File: src/jlp_consts.svh
// Purpose: timing-free constants of the link parameter block
// Assumes: included by bare name
// Notes: field positions follow the link configuration octets
`ifndef JLP_CONSTS_SVH
`define JLP_CONSTS_SVH
// operating mode codes
`define JLP_MODE_S4 5'h04
`define JLP_MODE_S8 5'h05
`define JLP_MODE_D4 5'h06
`define JLP_MODE_D8 5'h07
`define JLP_MODE_S16 5'h11
`define JLP_MODE_D16 5'h12
// multiframe length limits, as K minus one
`define JLP_KM1_MIN 5'h11
`define JLP_KM1_MAX 5'h1F
// fixed link format values shared by all modes
`define JLP_N 5'h08
`define JLP_NP 5'h08
`define JLP_F 8'h01
`define JLP_M 8'h01
`define JLP_LINKS 2'h2
`define JLP_DEC 2'h1
// fixed alignment sequence fields
`define JLP_ADJCNT 4'h0
`define JLP_ADJDIR 1'h0
`define JLP_BID 4'h0
`define JLP_CF 5'h00
`define JLP_CS 2'h0
`define JLP_HD 1'h0
`define JLP_JESDV 3'h1
`define JLP_SUBV 3'h1
`define JLP_RES 8'h00
// configuration octet last index
`define JLP_OCT_LAST 4'hD
// reset values
`define JLP_RST_MODE 5'h00
`define JLP_RST_KM1 5'h1F
`define JLP_RST_DID 8'h00
`endif

File: src/jlp_pkg.sv
// Purpose: types and mode table of the link parameter block
// Assumes: constants come from jlp_consts.svh
// Notes: reserved mode codes decode as not valid
`include "jlp_consts.svh"
package jlp_pkg;
    typedef enum logic {JLP_IDLE, JLP_SEND} jlp_state_t;
    typedef struct packed {
        logic valid;
        logic des;
        logic [3:0] lanes;
        logic [3:0] spf;
        logic [5:0] r_x4;
    } jlp_mode_t;
    // mode table: single or dual, lanes per link, samples per frame, R times four
    function automatic jlp_mode_t jlp_decode(input logic [4:0] mode);
        jlp_mode_t d;
        d = '{valid: 1'b1, des: 1'b1, lanes: 4'h2, spf: 4'h2, r_x4: 6'h14};
        case (mode)
            `JLP_MODE_S4: d.des = 1'b1;
            `JLP_MODE_D4: d.des = 1'b0;
            `JLP_MODE_S8, `JLP_MODE_D8:
            begin
                d.des = (mode == `JLP_MODE_S8);
                d.lanes = 4'h4;
                d.spf = 4'h4;
                d.r_x4 = 6'h0A;
            end
            `JLP_MODE_S16, `JLP_MODE_D16:
            begin
                d.des = (mode == `JLP_MODE_S16);
                d.lanes = 4'h8;
                d.spf = 4'h8;
                d.r_x4 = 6'h05;
            end
            default: d = '0;
        endcase
        return d;
    endfunction
endpackage

File: src/jlp_link_cfg.sv
// Purpose: derive link format and stream the lane alignment parameters
// Assumes: one clock; software inputs are on the same clock
// Notes: FIFO depth must be a power of two
`timescale 1ns/1ps
`default_nettype none
`include "jlp_consts.svh"

// small FIFO with registered output stage
module jlp_fifo #(
    parameter int W = 16,
    parameter int D = 16
) (
    input wire logic i_clk, // device clock
    input wire logic i_rst, // async reset
    input wire logic i_valid, // write request
    input wire logic [W-1:0] i_data, // write data
    output logic o_ready, // room for a word
    output logic o_valid, // read data valid
    output logic [W-1:0] o_data, // read data
    input wire logic i_ready // reader takes word
);
    localparam int AW = $clog2(D);
    localparam int CW = $clog2(D + 1);
    typedef struct packed {
        logic [D-1:0][W-1:0] mem;
        logic [AW-1:0] wp;
        logic [AW-1:0] rp;
        logic [CW-1:0] cnt;
        logic ov;
        logic [W-1:0] od;
    } jlp_fifo_st_t;
    jlp_fifo_st_t q_ff, nxt_q;
    logic push;
    logic pop;

    assign o_ready = (q_ff.cnt != CW'(D));
    assign o_valid = q_ff.ov;
    assign o_data = q_ff.od;

    // push into memory, refill output stage when it empties
    always_comb
    begin
        nxt_q = q_ff;
        push = i_valid && o_ready;
        pop = (q_ff.cnt != '0) && (!q_ff.ov || i_ready);
        if (q_ff.ov && i_ready)
        begin
            nxt_q.ov = 1'b0;
        end
        if (pop)
        begin
            nxt_q.od = q_ff.mem[q_ff.rp];
            nxt_q.ov = 1'b1;
            nxt_q.rp = q_ff.rp + 1'b1;
        end
        if (push)
        begin
            nxt_q.mem[q_ff.wp] = i_data;
            nxt_q.wp = q_ff.wp + 1'b1;
        end
        nxt_q.cnt = q_ff.cnt + CW'(push) - CW'(pop);
    end

    // state register
    always_ff @(posedge i_clk or posedge i_rst)
    begin
        if (i_rst)
        begin
            q_ff <= '0;
        end
        else
        begin
            q_ff <= nxt_q;
        end
    end
endmodule

module jlp_link_cfg import jlp_pkg::*; #(
    parameter int FIFO_DEPTH = 16
) (
    input wire logic i_clk, // device clock
    input wire logic i_rst, // async reset, high
    input wire logic [4:0] i_operating_mode_select, // mode code
    input wire logic [4:0] i_frames_per_multiframe_minus_one, // K minus one
    input wire logic [7:0] i_did, // identifier setting
    input wire logic i_scr_en, // scrambler enable
    input wire logic i_cfg_apply, // pulse: take settings
    input wire logic i_frame_tick, // pulse: one frame period
    input wire logic i_ilas_start, // pulse: emit parameters
    input wire logic i_ilas_ready, // consumer takes octet
    output logic o_cfg_ok, // mode and K legal
    output logic o_mode_err, // reserved mode taken
    output logic o_k_err, // illegal K taken
    output logic o_interleave, // single-channel flag
    output logic [3:0] o_lanes, // lanes per link
    output logic [3:0] o_spf, // samples per frame
    output logic [5:0] o_r_x4, // R times four
    output logic o_pll_bypass, // serializer PLL bypassed
    output logic [7:0] o_lane_pd_a, // link A lanes off
    output logic [7:0] o_lane_pd_b, // link B lanes off
    output logic o_scr_en, // scrambler running
    output logic [4:0] o_km1, // applied K minus one
    output logic o_lmfc_pulse, // pulse: multiframe start
    output logic o_ilas_busy, // parameter stream active
    output logic o_ilas_valid, // octet valid
    output logic [15:0] o_ilas_data // link, lane, index, octet
);
    localparam logic [5:0] BYPASS_R_X4 = 6'h00; // R value that skips the PLL
    typedef struct packed {
        logic [4:0] mode;
        logic [4:0] km1;
        logic [7:0] did;
        logic scr;
        jlp_mode_t md;
        logic ok;
        logic mode_err;
        logic k_err;
        logic [7:0] pd_a;
        logic [7:0] pd_b;
        logic [4:0] fcnt;
        logic lmfc;
        jlp_state_t st;
        logic link;
        logic [2:0] lid;
        logic [3:0] oct;
        logic byp;
        logic busy;
    } jlp_st_t;
    jlp_st_t q_ff, nxt_q;
    jlp_mode_t dec;
    logic fifo_ready;
    logic push;
    logic [7:0] did_eff;
    logic [7:0] chk;
    logic [7:0] octet;
    logic k_legal;

    jlp_fifo #(.W(16), .D(FIFO_DEPTH)) u_fifo (
        .i_clk(i_clk),
        .i_rst(i_rst),
        .i_valid(push),
        .i_data({q_ff.link, q_ff.lid, q_ff.oct, octet}), // whole octet, msb in bit 7, no tail bits
        .o_ready(fifo_ready),
        .o_valid(o_ilas_valid),
        .o_data(o_ilas_data),
        .i_ready(i_ilas_ready)
    );

    // table lookup and K legality of the incoming settings
    assign dec = jlp_decode(i_operating_mode_select);
    assign k_legal = i_frames_per_multiframe_minus_one[0]
        && (i_frames_per_multiframe_minus_one >= `JLP_KM1_MIN);

    // identifier of the link being sent
    assign did_eff = q_ff.did + {7'h00, q_ff.link};

    // checksum over every field of this lane
    assign chk = did_eff + 8'(`JLP_ADJCNT) + 8'(`JLP_BID) + 8'(`JLP_ADJDIR)
        + {5'h00, q_ff.lid} + {7'h00, q_ff.scr} + {4'h0, q_ff.md.lanes} - 8'h01
        + `JLP_F - 8'h01 + {3'h0, q_ff.km1} + `JLP_M - 8'h01 + 8'(`JLP_CS)
        + 8'(`JLP_N) - 8'h01 + 8'(`JLP_SUBV) + 8'(`JLP_NP) - 8'h01
        + 8'(`JLP_JESDV) + {4'h0, q_ff.md.spf} - 8'h01 + 8'(`JLP_HD)
        + 8'(`JLP_CF) + `JLP_RES + `JLP_RES;

    // configuration octet for the current index
    always_comb
    begin
        case (q_ff.oct)
            4'h0: octet = did_eff;
            4'h1: octet = {`JLP_ADJCNT, `JLP_BID};
            4'h2: octet = {1'b0, `JLP_ADJDIR, 1'b0, 2'b00, q_ff.lid};
            4'h3: octet = {q_ff.scr, 2'b00, 5'(q_ff.md.lanes - 4'h1)};
            4'h4: octet = `JLP_F - 8'h01;
            4'h5: octet = {3'h0, q_ff.km1};
            4'h6: octet = `JLP_M - 8'h01;
            4'h7: octet = {`JLP_CS, 1'b0, 5'(`JLP_N - 5'h01)};
            4'h8: octet = {`JLP_SUBV, 5'(`JLP_NP - 5'h01)};
            4'h9: octet = {`JLP_JESDV, 5'(q_ff.md.spf - 4'h1)};
            4'hA: octet = {`JLP_HD, 2'b00, `JLP_CF};
            4'hB: octet = `JLP_RES;
            4'hC: octet = `JLP_RES;
            4'hD: octet = chk;
            default: octet = 8'h00;
        endcase
    end

    // settings capture, multiframe counter and parameter sequencer
    always_comb
    begin
        nxt_q = q_ff;
        push = (q_ff.st == JLP_SEND) && fifo_ready;
        nxt_q.lmfc = 1'b0;
        if (i_cfg_apply && (q_ff.st == JLP_IDLE))
        begin
            nxt_q.mode = i_operating_mode_select;
            nxt_q.km1 = i_frames_per_multiframe_minus_one;
            nxt_q.did = i_did;
            nxt_q.scr = i_scr_en;
            nxt_q.md = dec;
            nxt_q.mode_err = !dec.valid;
            nxt_q.k_err = !k_legal;
            nxt_q.ok = dec.valid && k_legal;
            nxt_q.byp = dec.valid && (dec.r_x4 == BYPASS_R_X4);
            nxt_q.pd_a = ~8'((9'h001 << dec.lanes) - 9'h001);
            nxt_q.pd_b = ~8'((9'h001 << dec.lanes) - 9'h001);
            nxt_q.fcnt = 5'h00;
        end
        else if (i_frame_tick)
        begin
            // frame count wraps at the stored K minus one
            if (q_ff.fcnt >= q_ff.km1)
            begin
                nxt_q.fcnt = 5'h00;
                nxt_q.lmfc = 1'b1;
            end
            else
            begin
                nxt_q.fcnt = q_ff.fcnt + 5'h01;
            end
        end
        case (q_ff.st)
            JLP_IDLE:
            begin
                if (i_ilas_start && q_ff.ok)
                begin
                    nxt_q.st = JLP_SEND;
                    nxt_q.link = 1'b0;
                    nxt_q.lid = 3'h0;
                    nxt_q.oct = 4'h0;
                end
            end
            JLP_SEND:
            begin
                // index walks octets, then lanes, then links
                if (push)
                begin
                    nxt_q.oct = q_ff.oct + 4'h1;
                    if (q_ff.oct == `JLP_OCT_LAST)
                    begin
                        nxt_q.oct = 4'h0;
                        nxt_q.lid = q_ff.lid + 3'h1;
                        if ({1'b0, q_ff.lid} == q_ff.md.lanes - 4'h1)
                        begin
                            nxt_q.lid = 3'h0;
                            nxt_q.link = 1'b1;
                            if (q_ff.link)
                            begin
                                nxt_q.link = 1'b0;
                                nxt_q.st = JLP_IDLE;
                            end
                        end
                    end
                end
            end
            default: nxt_q.st = JLP_IDLE;
        endcase
        // busy flag registered so the output needs no decode
        nxt_q.busy = (nxt_q.st == JLP_SEND);
    end

    // state register
    always_ff @(posedge i_clk or posedge i_rst)
    begin
        if (i_rst)
        begin
            q_ff <= '0;
            q_ff.mode <= `JLP_RST_MODE;
            q_ff.km1 <= `JLP_RST_KM1;
            q_ff.did <= `JLP_RST_DID;
            q_ff.pd_a <= 8'hFF;
            q_ff.pd_b <= 8'hFF;
            q_ff.st <= JLP_IDLE;
        end
        else
        begin
            q_ff <= nxt_q;
        end
    end

    // outputs straight from the state register
    assign o_cfg_ok = q_ff.ok;
    assign o_mode_err = q_ff.mode_err;
    assign o_k_err = q_ff.k_err;
    assign o_interleave = q_ff.md.des;
    assign o_lanes = q_ff.md.lanes;
    assign o_spf = q_ff.md.spf;
    assign o_r_x4 = q_ff.md.r_x4;
    assign o_pll_bypass = q_ff.byp;
    assign o_lane_pd_a = q_ff.pd_a;
    assign o_lane_pd_b = q_ff.pd_b;
    assign o_scr_en = q_ff.scr;
    assign o_km1 = q_ff.km1;
    assign o_lmfc_pulse = q_ff.lmfc;
    assign o_ilas_busy = q_ff.busy;
endmodule
`default_nettype wire

File: config.mk
export PLATFORM = sky130hd
export DESIGN_NAME = jlp_link_cfg
export DESIGN_NICKNAME = d
export VERILOG_FILES = /design/src/jlp_pkg.sv /design/src/jlp_link_cfg.sv
export VERILOG_INCLUDE_DIRS = /design/src
export SDC_FILE = /design/constraint.sdc
export NUM_CORES = 1
export LEC_CHECK = 0
export BUFFER_PORTS_ARGS = -buffer_cell sky130_fd_sc_hd__buf_4
export CORE_MARGIN = 1
export CORE_UTILIZATION = 55
export DETAILED_ROUTE_END_ITERATION = 6
export GPL_TIMING_DRIVEN = 0
export PLACE_DENSITY = 0.76
export SYNTH_ARGS = -nofsm -noshare
export SYNTH_HDL_FRONTEND = slang
export SYNTH_HIERARCHICAL = 1
export SYNTH_SLANG_ARGS = --single-unit
File: constraint.sdc
create_clock -name i_clk -period 10.85 [get_ports i_clk]
set_clock_uncertainty 0.15 [all_clocks]
set_input_delay 1.085 -clock i_clk [delete_from_list [all_inputs] [get_ports i_clk]]
set_output_delay 1.085 -clock i_clk [all_outputs]
set_load 0.01 [all_outputs]
### After elaboration in Yosys (flattened, before gate mapping)

Index checks and enable logic that the tools add are counted.

| word-level totals | value |
|---|---|
| output and inout bits | 60 |
| flip-flop bits (word level) | 342 |
| word-level logic and storage cells | 143 |
| bits of input ports | 25 |

| cells by class | value |
|---|---|
| eq/ne operators | 19 |
| bitwise gates (word level) | 2 |
| reductions and logical operators | 26 |
| muxes and demuxes | 22 |
| shift operators | 1 |
| order comparisons | 5 |
| add/sub/neg operators | 29 |

Operator list:

| operator | count |
|---|---|
| $bwmux 256 | 1 |
| $bmux 16 s4 | 1 |
| $demux 16 s4 | 1 |
| $pmux 8 s8 | 1 |
| $sub 8x1->8 const B | 7 |
| $pmux 14 s3 | 1 |
| $add 8x1->8 const B | 4 |
| $mux 16 | 2 |
| $mux 9 | 3 |
| $eq 5x3->1 const B | 4 |
| $pmux 9 s2 | 1 |
| $mux 17 | 1 |
| $add 8x1->8 | 2 |
| $add 8x4->8 | 2 |
| $add 8x4->8 const B | 2 |
| $mux 5 | 3 |
| $add 4x1->4 const B | 3 |
| $eq 4x4->1 const B | 3 |
| $eq 5x5->1 const B | 2 |
| $logic_and 1x1->1 | 10 |
| $lt 4x5->1 const B | 2 |
| $sub 4x1->5 const B | 2 |
| $add 8x3->8 | 1 |
| $add 8x5->8 | 1 |
| other kinds (31) | 44 |

### Longest topological paths before layout

| depth | value |
|---|---|
| depth after elaboration | 20 |
| mapped depth | 17 |
| gate-level depth less buffers | 15 |

### Hierarchy

The synthesis kept the hierarchy.

Modules (own cells, without submodules):

| module | sequential area each (µm²) | area each (µm²) | cells each | times used |
|---|---|---|---|---|
| jlp_fifo | 7156.9 | 13391.6 | 826 | 1 |
| jlp_link_cfg | 1114.8 | 3251.9 | 373 | 1 |

### Worst setup path before layout

No wires, ideal clock.

| timing | value |
|---|---|
| path type | reg-to-reg |
| from | register q_ff, in the netlist o_km1[2] |
| to | register u_fifo/q_ff[100] in the netlist's numbering |
| clock period less this slack | 4.057 ns |
| cell stages (with the launch flop) | 16 |
| setup slack | 6.793 ns |
| buffers on the path | 1 |
| data arrival time | 3.841 ns |
| library setup time | 0.065 ns |
| data required time | 10.635 ns |
| cells stage by stage | dfstp_2 -> inv_1 -> ha_1 -> inv_1 -> fa_1 -> inv_1 -> fa_1 -> inv_1 -> ha_1 -> fa_1 -> a21o_1 -> a21oi_1 -> xor2_1 -> o21ai_0 -> clkbuf_1 -> mux2_2 |

| on the way | value |
|---|---|
| word-level cells in the longest chain between the ends | 13 |

Ends and longest elaborated chain:

| what | line | source |
|---|---|---|
| from (decl) | jlp_link_cfg.sv:129 | `jlp_st_t q_ff, nxt_q;` |
| from (signal assigned) | jlp_link_cfg.sv:276 | `q_ff <= nxt_q;` |
| $add 8x5->8 | jlp_link_cfg.sv:158 | `` assign chk = did_eff + 8'(`JLP_ADJCNT) + 8'(`JLP_BID) + 8'(`JLP_ADJDIR) `` |
| $add 8x1->8 (no source line) | - |  |
| $sub 8x1->8 | jlp_link_cfg.sv:158 |  |
| $add 8x4->8 | jlp_link_cfg.sv:158 |  |
| $sub 8x1->8 | jlp_link_cfg.sv:158 |  |
| $add 8x1->8 | jlp_link_cfg.sv:158 |  |
| $add 8x4->8 | jlp_link_cfg.sv:158 |  |
| $sub 8x1->8 | jlp_link_cfg.sv:158 |  |
| $add 8x1->8 | jlp_link_cfg.sv:158 |  |
| $add 8x4->8 | jlp_link_cfg.sv:158 |  |
| $sub 8x1->8 | jlp_link_cfg.sv:158 |  |
| $pmux 8 s8 | jlp_link_cfg.sv:168 | `case (q_ff.oct)` |
| via octet[6] | jlp_link_cfg.sv:135 | `logic [7:0] octet;` |
| $bwmux 256 | jlp_link_cfg.sv:58 | `nxt_q.mem[q_ff.wp] = i_data;` |
| to (signal assigned) | jlp_link_cfg.sv:73 | `q_ff <= nxt_q;` |
| to (decl) | jlp_link_cfg.sv:32 | `jlp_fifo_st_t q_ff, nxt_q;` |

The timed path passes the listed nets, and every way through them passes these cells.
A chain may end at the register's enable or synchronous reset.

==> flow_summary.yaml <==
final_layout:
  final_cell_mix: "dfrtp_1 (319), mux2_2 (199), buf_4 (143)"
  syn_to_final_growth_pct: 14.4
  drive_gt1_share_pct: 44.6
  fill_cells: 2153
  fin_util_pct: 64.0
  antenna_cells: 0
  final_nets: 1394
  final_common_cell: "dfrtp_1"
  multi_input_area_um2: 7360
  seq_area_um2: 8270
drt:
  wl_um: 35100
  route.antenna.remaining_nets: 0
  num_vias: 9898
  wl_per_cell_um: 20.2
  drt_iter0_markers: 615
  drt_pass1_iterations: 5
  vias_per_cell: 5.70
  route.detailed.drc: 0
sta:
  final_hold_viol_count: 0
  timing.final.ws_setup_ps: 5780
  relSlewSlack_pct: 31.1
  fmax_mhz: 197
  tightest_slew_ps: 1030
  finalSetupViolations: 0
  rsz0062_at_grt: "no"
  post-route-period-util_pct: 46.7
  finalCriticalPeriod_ps: 5070
  slew_viol_final: 0
setup_path:
  worstRegToRegCells: 15
  worstPathCellList: "ha_1, ha_1, nand3_1, xor2_1, fa_1, inv_1, ha_1, ha_1, ha_1, a21o_1, a21oi_1, xor2_1, o21ai_0, clkbuf_1, mux2_2"
  max_stage_delay_ps: 690
  critPathCapture: "u_fifo/q_ff[36]"
  cp_slowest_cell: "dfrtp_1"
  crit_path_frequent_cell: "ha_1"
  cp-startpoint: "q_ff[9]"
  cp.required_ps: 11140
  cp_max_fo: 10
  critPathBufInv: 2
  crit_type: "flop to flop"
  r2r_setup_slack_ps: 5780
  critical-path-top-delay-family: "adder cells"
  critPathLaunchType: "flop"
  worstReg2RegEnd: "u_fifo/q_ff[36]"
  end_kind: "flop"
  worstPathArrival_ps: 5360
  worstSetupPathDepth: 15
  reg2reg_from: "q_ff[9]"
die:
  initial_core_util_pct: 56.0
  core-area_um2: 29700
  die_x_um: 176
  ios: 85
  die_area_um2: 31000
  rows: 63
  die_y_um: 176
clock_tree:
  cts_tree: "built"
  clock_path_buffers: 3
  cts_resized: 0
  clk_latency_ps: 510
  cts.clk_slew.worst_paths_ps: 60
  cts_buffers: 36
  h-tree-depth: 2
  cts_hold_buf: 0
  cts.root.buffer_cell: "clkbuf_16"
  cts.sinks: 330
  cts_setup_buffers: 0
pwr:
  p_switching_uw: 2180
  power_frac_clock_pct: 20.3
  p_comb_share_pct: 45.6
  internal_power_uw: 3870
  ir_drop_uv: 215
  power_density_nw_per_um2: 318
  p_leak_uw: 0.00919
  p_seq_share_pct: 34.1
  p_sw_share_pct: 36.0
  power_uw: 6050
placed_design:
  gp_congestion: 0.870
  place_hpwl_um: 25500
  place_ws_ps: 5860
  port_buffers: 81
synth:
  synth_warnings: 6
  synth-seq-area-share_pct: 49.7
  synth.avg_cell_area_um2: 13.9
  syn_area_um2: 16600
  synth_top_family_by_area: "multiplexers"
  yosysUniqueCellTypes: 74
  synthMuxAreaShare_pct: 28.1
  synth-seq-cells: 330
  synth_compound_area_share_pct: 4.70
  synth-edff-count: 0
  synthFlopType: "dfrtp_1"
  syn_inst: 1199
  async_reset_ff_share_pct: 100
  synth_xor_area_share_pct: 1.61
  synthSimpleGateAreaFrac_pct: 5.97
  synth_fa_ha_area_share_pct: 3.82
global_routing:
  grt_pass1_vias: 10600
  grt_antenna_before_repair: 0
  grt_overflow_total: 0
  grt_pass1_wl_um: 57600
  grt_use_total_pct: 23.9
  grt_max_degree: 116
worst_hold_path:
  hp-class: "flop to flop"
job:
  cap_violations: 0
outcome:
  outcome: "finished, final reports clean"
## routing by layer
| metal | global-route usage, % | wire length (µm) | share of wire [%] |
|---|---|---|---|
| met4 | 6.96 | 828 | 2.4 |
| met1 | 32.5 | 15400 | 44 |
| met5 | 0 | 0 | 0 |
| met2 | 40.1 | 17300 | 49 |
| met3 | 3.62 | 1520 | 4.3 |
## worst min-delay path by stage
| stage | startpoint | end | slack [ps] | depth (start not counted) |
|---|---|---|---|---|
| floorplan | o_lane_pd_b[2] | o_lane_pd_b[2] | 300 | 2 |
| global placement | o_lane_pd_b[2] | o_lane_pd_b[2] | 310 | 2 |
| detailed placement | o_lane_pd_b[2] | o_lane_pd_b[2] | 310 | 2 |
| CTS | o_lane_pd_b[2] | o_lane_pd_b[2] | 320 | 2 |
| global route | o_lane_pd_b[2] | o_lane_pd_b[2] | 340 | 2 |
| finish | o_lane_pd_b[2] | o_lane_pd_b[2] | 320 | 2 |
## tightest hold or removal path: cells and delay by family (launching register included)
kind | cells | cell delay [ps]
flip-flops | 1 | 380
AND/OR/NAND/NOR | 2 | 100
## sequential cells by signal, indices dropped and copies added (netlist names), 2 cells and up
signal         cells
o_km1              5
o_lane_pd_b        6
o_lanes            2
o_r_x4             2
q_ff              21
u_fifo/o_data     16
u_fifo/q_ff      269
## through the flow
stage / hold WS (ps) / std cells / setup TNS (ps) / area, µm²
detailed placement: 310 / 1675 / 0 / 17800
finish: 324 / 1736 / 0 / 19000
global route: 336 / 1736 / 0 / 19000
floorplan: 297 / 1201 / 0 / 16700
CTS: 323 / 1736 / 0 / 19000
global placement: 312 / 1672 / -291990 / 17700
## kinds of logic (layout without fill, tap and decap cells)
group,after synthesis,after routing
buf+inv,170,315
flops,330,330
other cells,1,3
fa+ha+maj,46,46
compound gates,108,108
xor+xnor,29,29
mux,336,336
simple gates,179,179
## power by group through the flow
stage	clock network (µW)	logic, µW	registers (µW)
after floorplan	0	2110	1940
after detailed placement	0	2750	2060
after global placement	0	2670	2040
after global routing	1310	3010	2120
after CTS	1260	2770	2060
final	1230	2760	2060
## cell type report
class | count | area share (%)
flip-flops and latches | 330 | 43.5
multi-input cells | 701 | 38.7
clock buffers | 51 | 5.67
plain buffers | 126 | 4.48
repair buffers | 84 | 3.59
well taps | 390 | 2.56
inverters | 44 | 0.907
clock inverters | 10 | 0.657
## synthesized netlist by cell type, types with 13 or more instances
cell,instances,area (µm²)
dfrtp_1,319,7980
mux2_2,199,2240
nand2_1,72,270
mux4_2,64,1440
buf_4,62,465
mux2_4,50,751
inv_1,41,154
nor2_1,41,154
ha_1,38,475
clkbuf_1,25,93.8
o21ai_1,25,125
buf_2,24,120
mux2i_1,16,160
o22ai_1,16,100
xnor2_1,15,131
a21oi_1,13,65.1
xor2_1,13,114
Power figures use the tool's default switching activity.
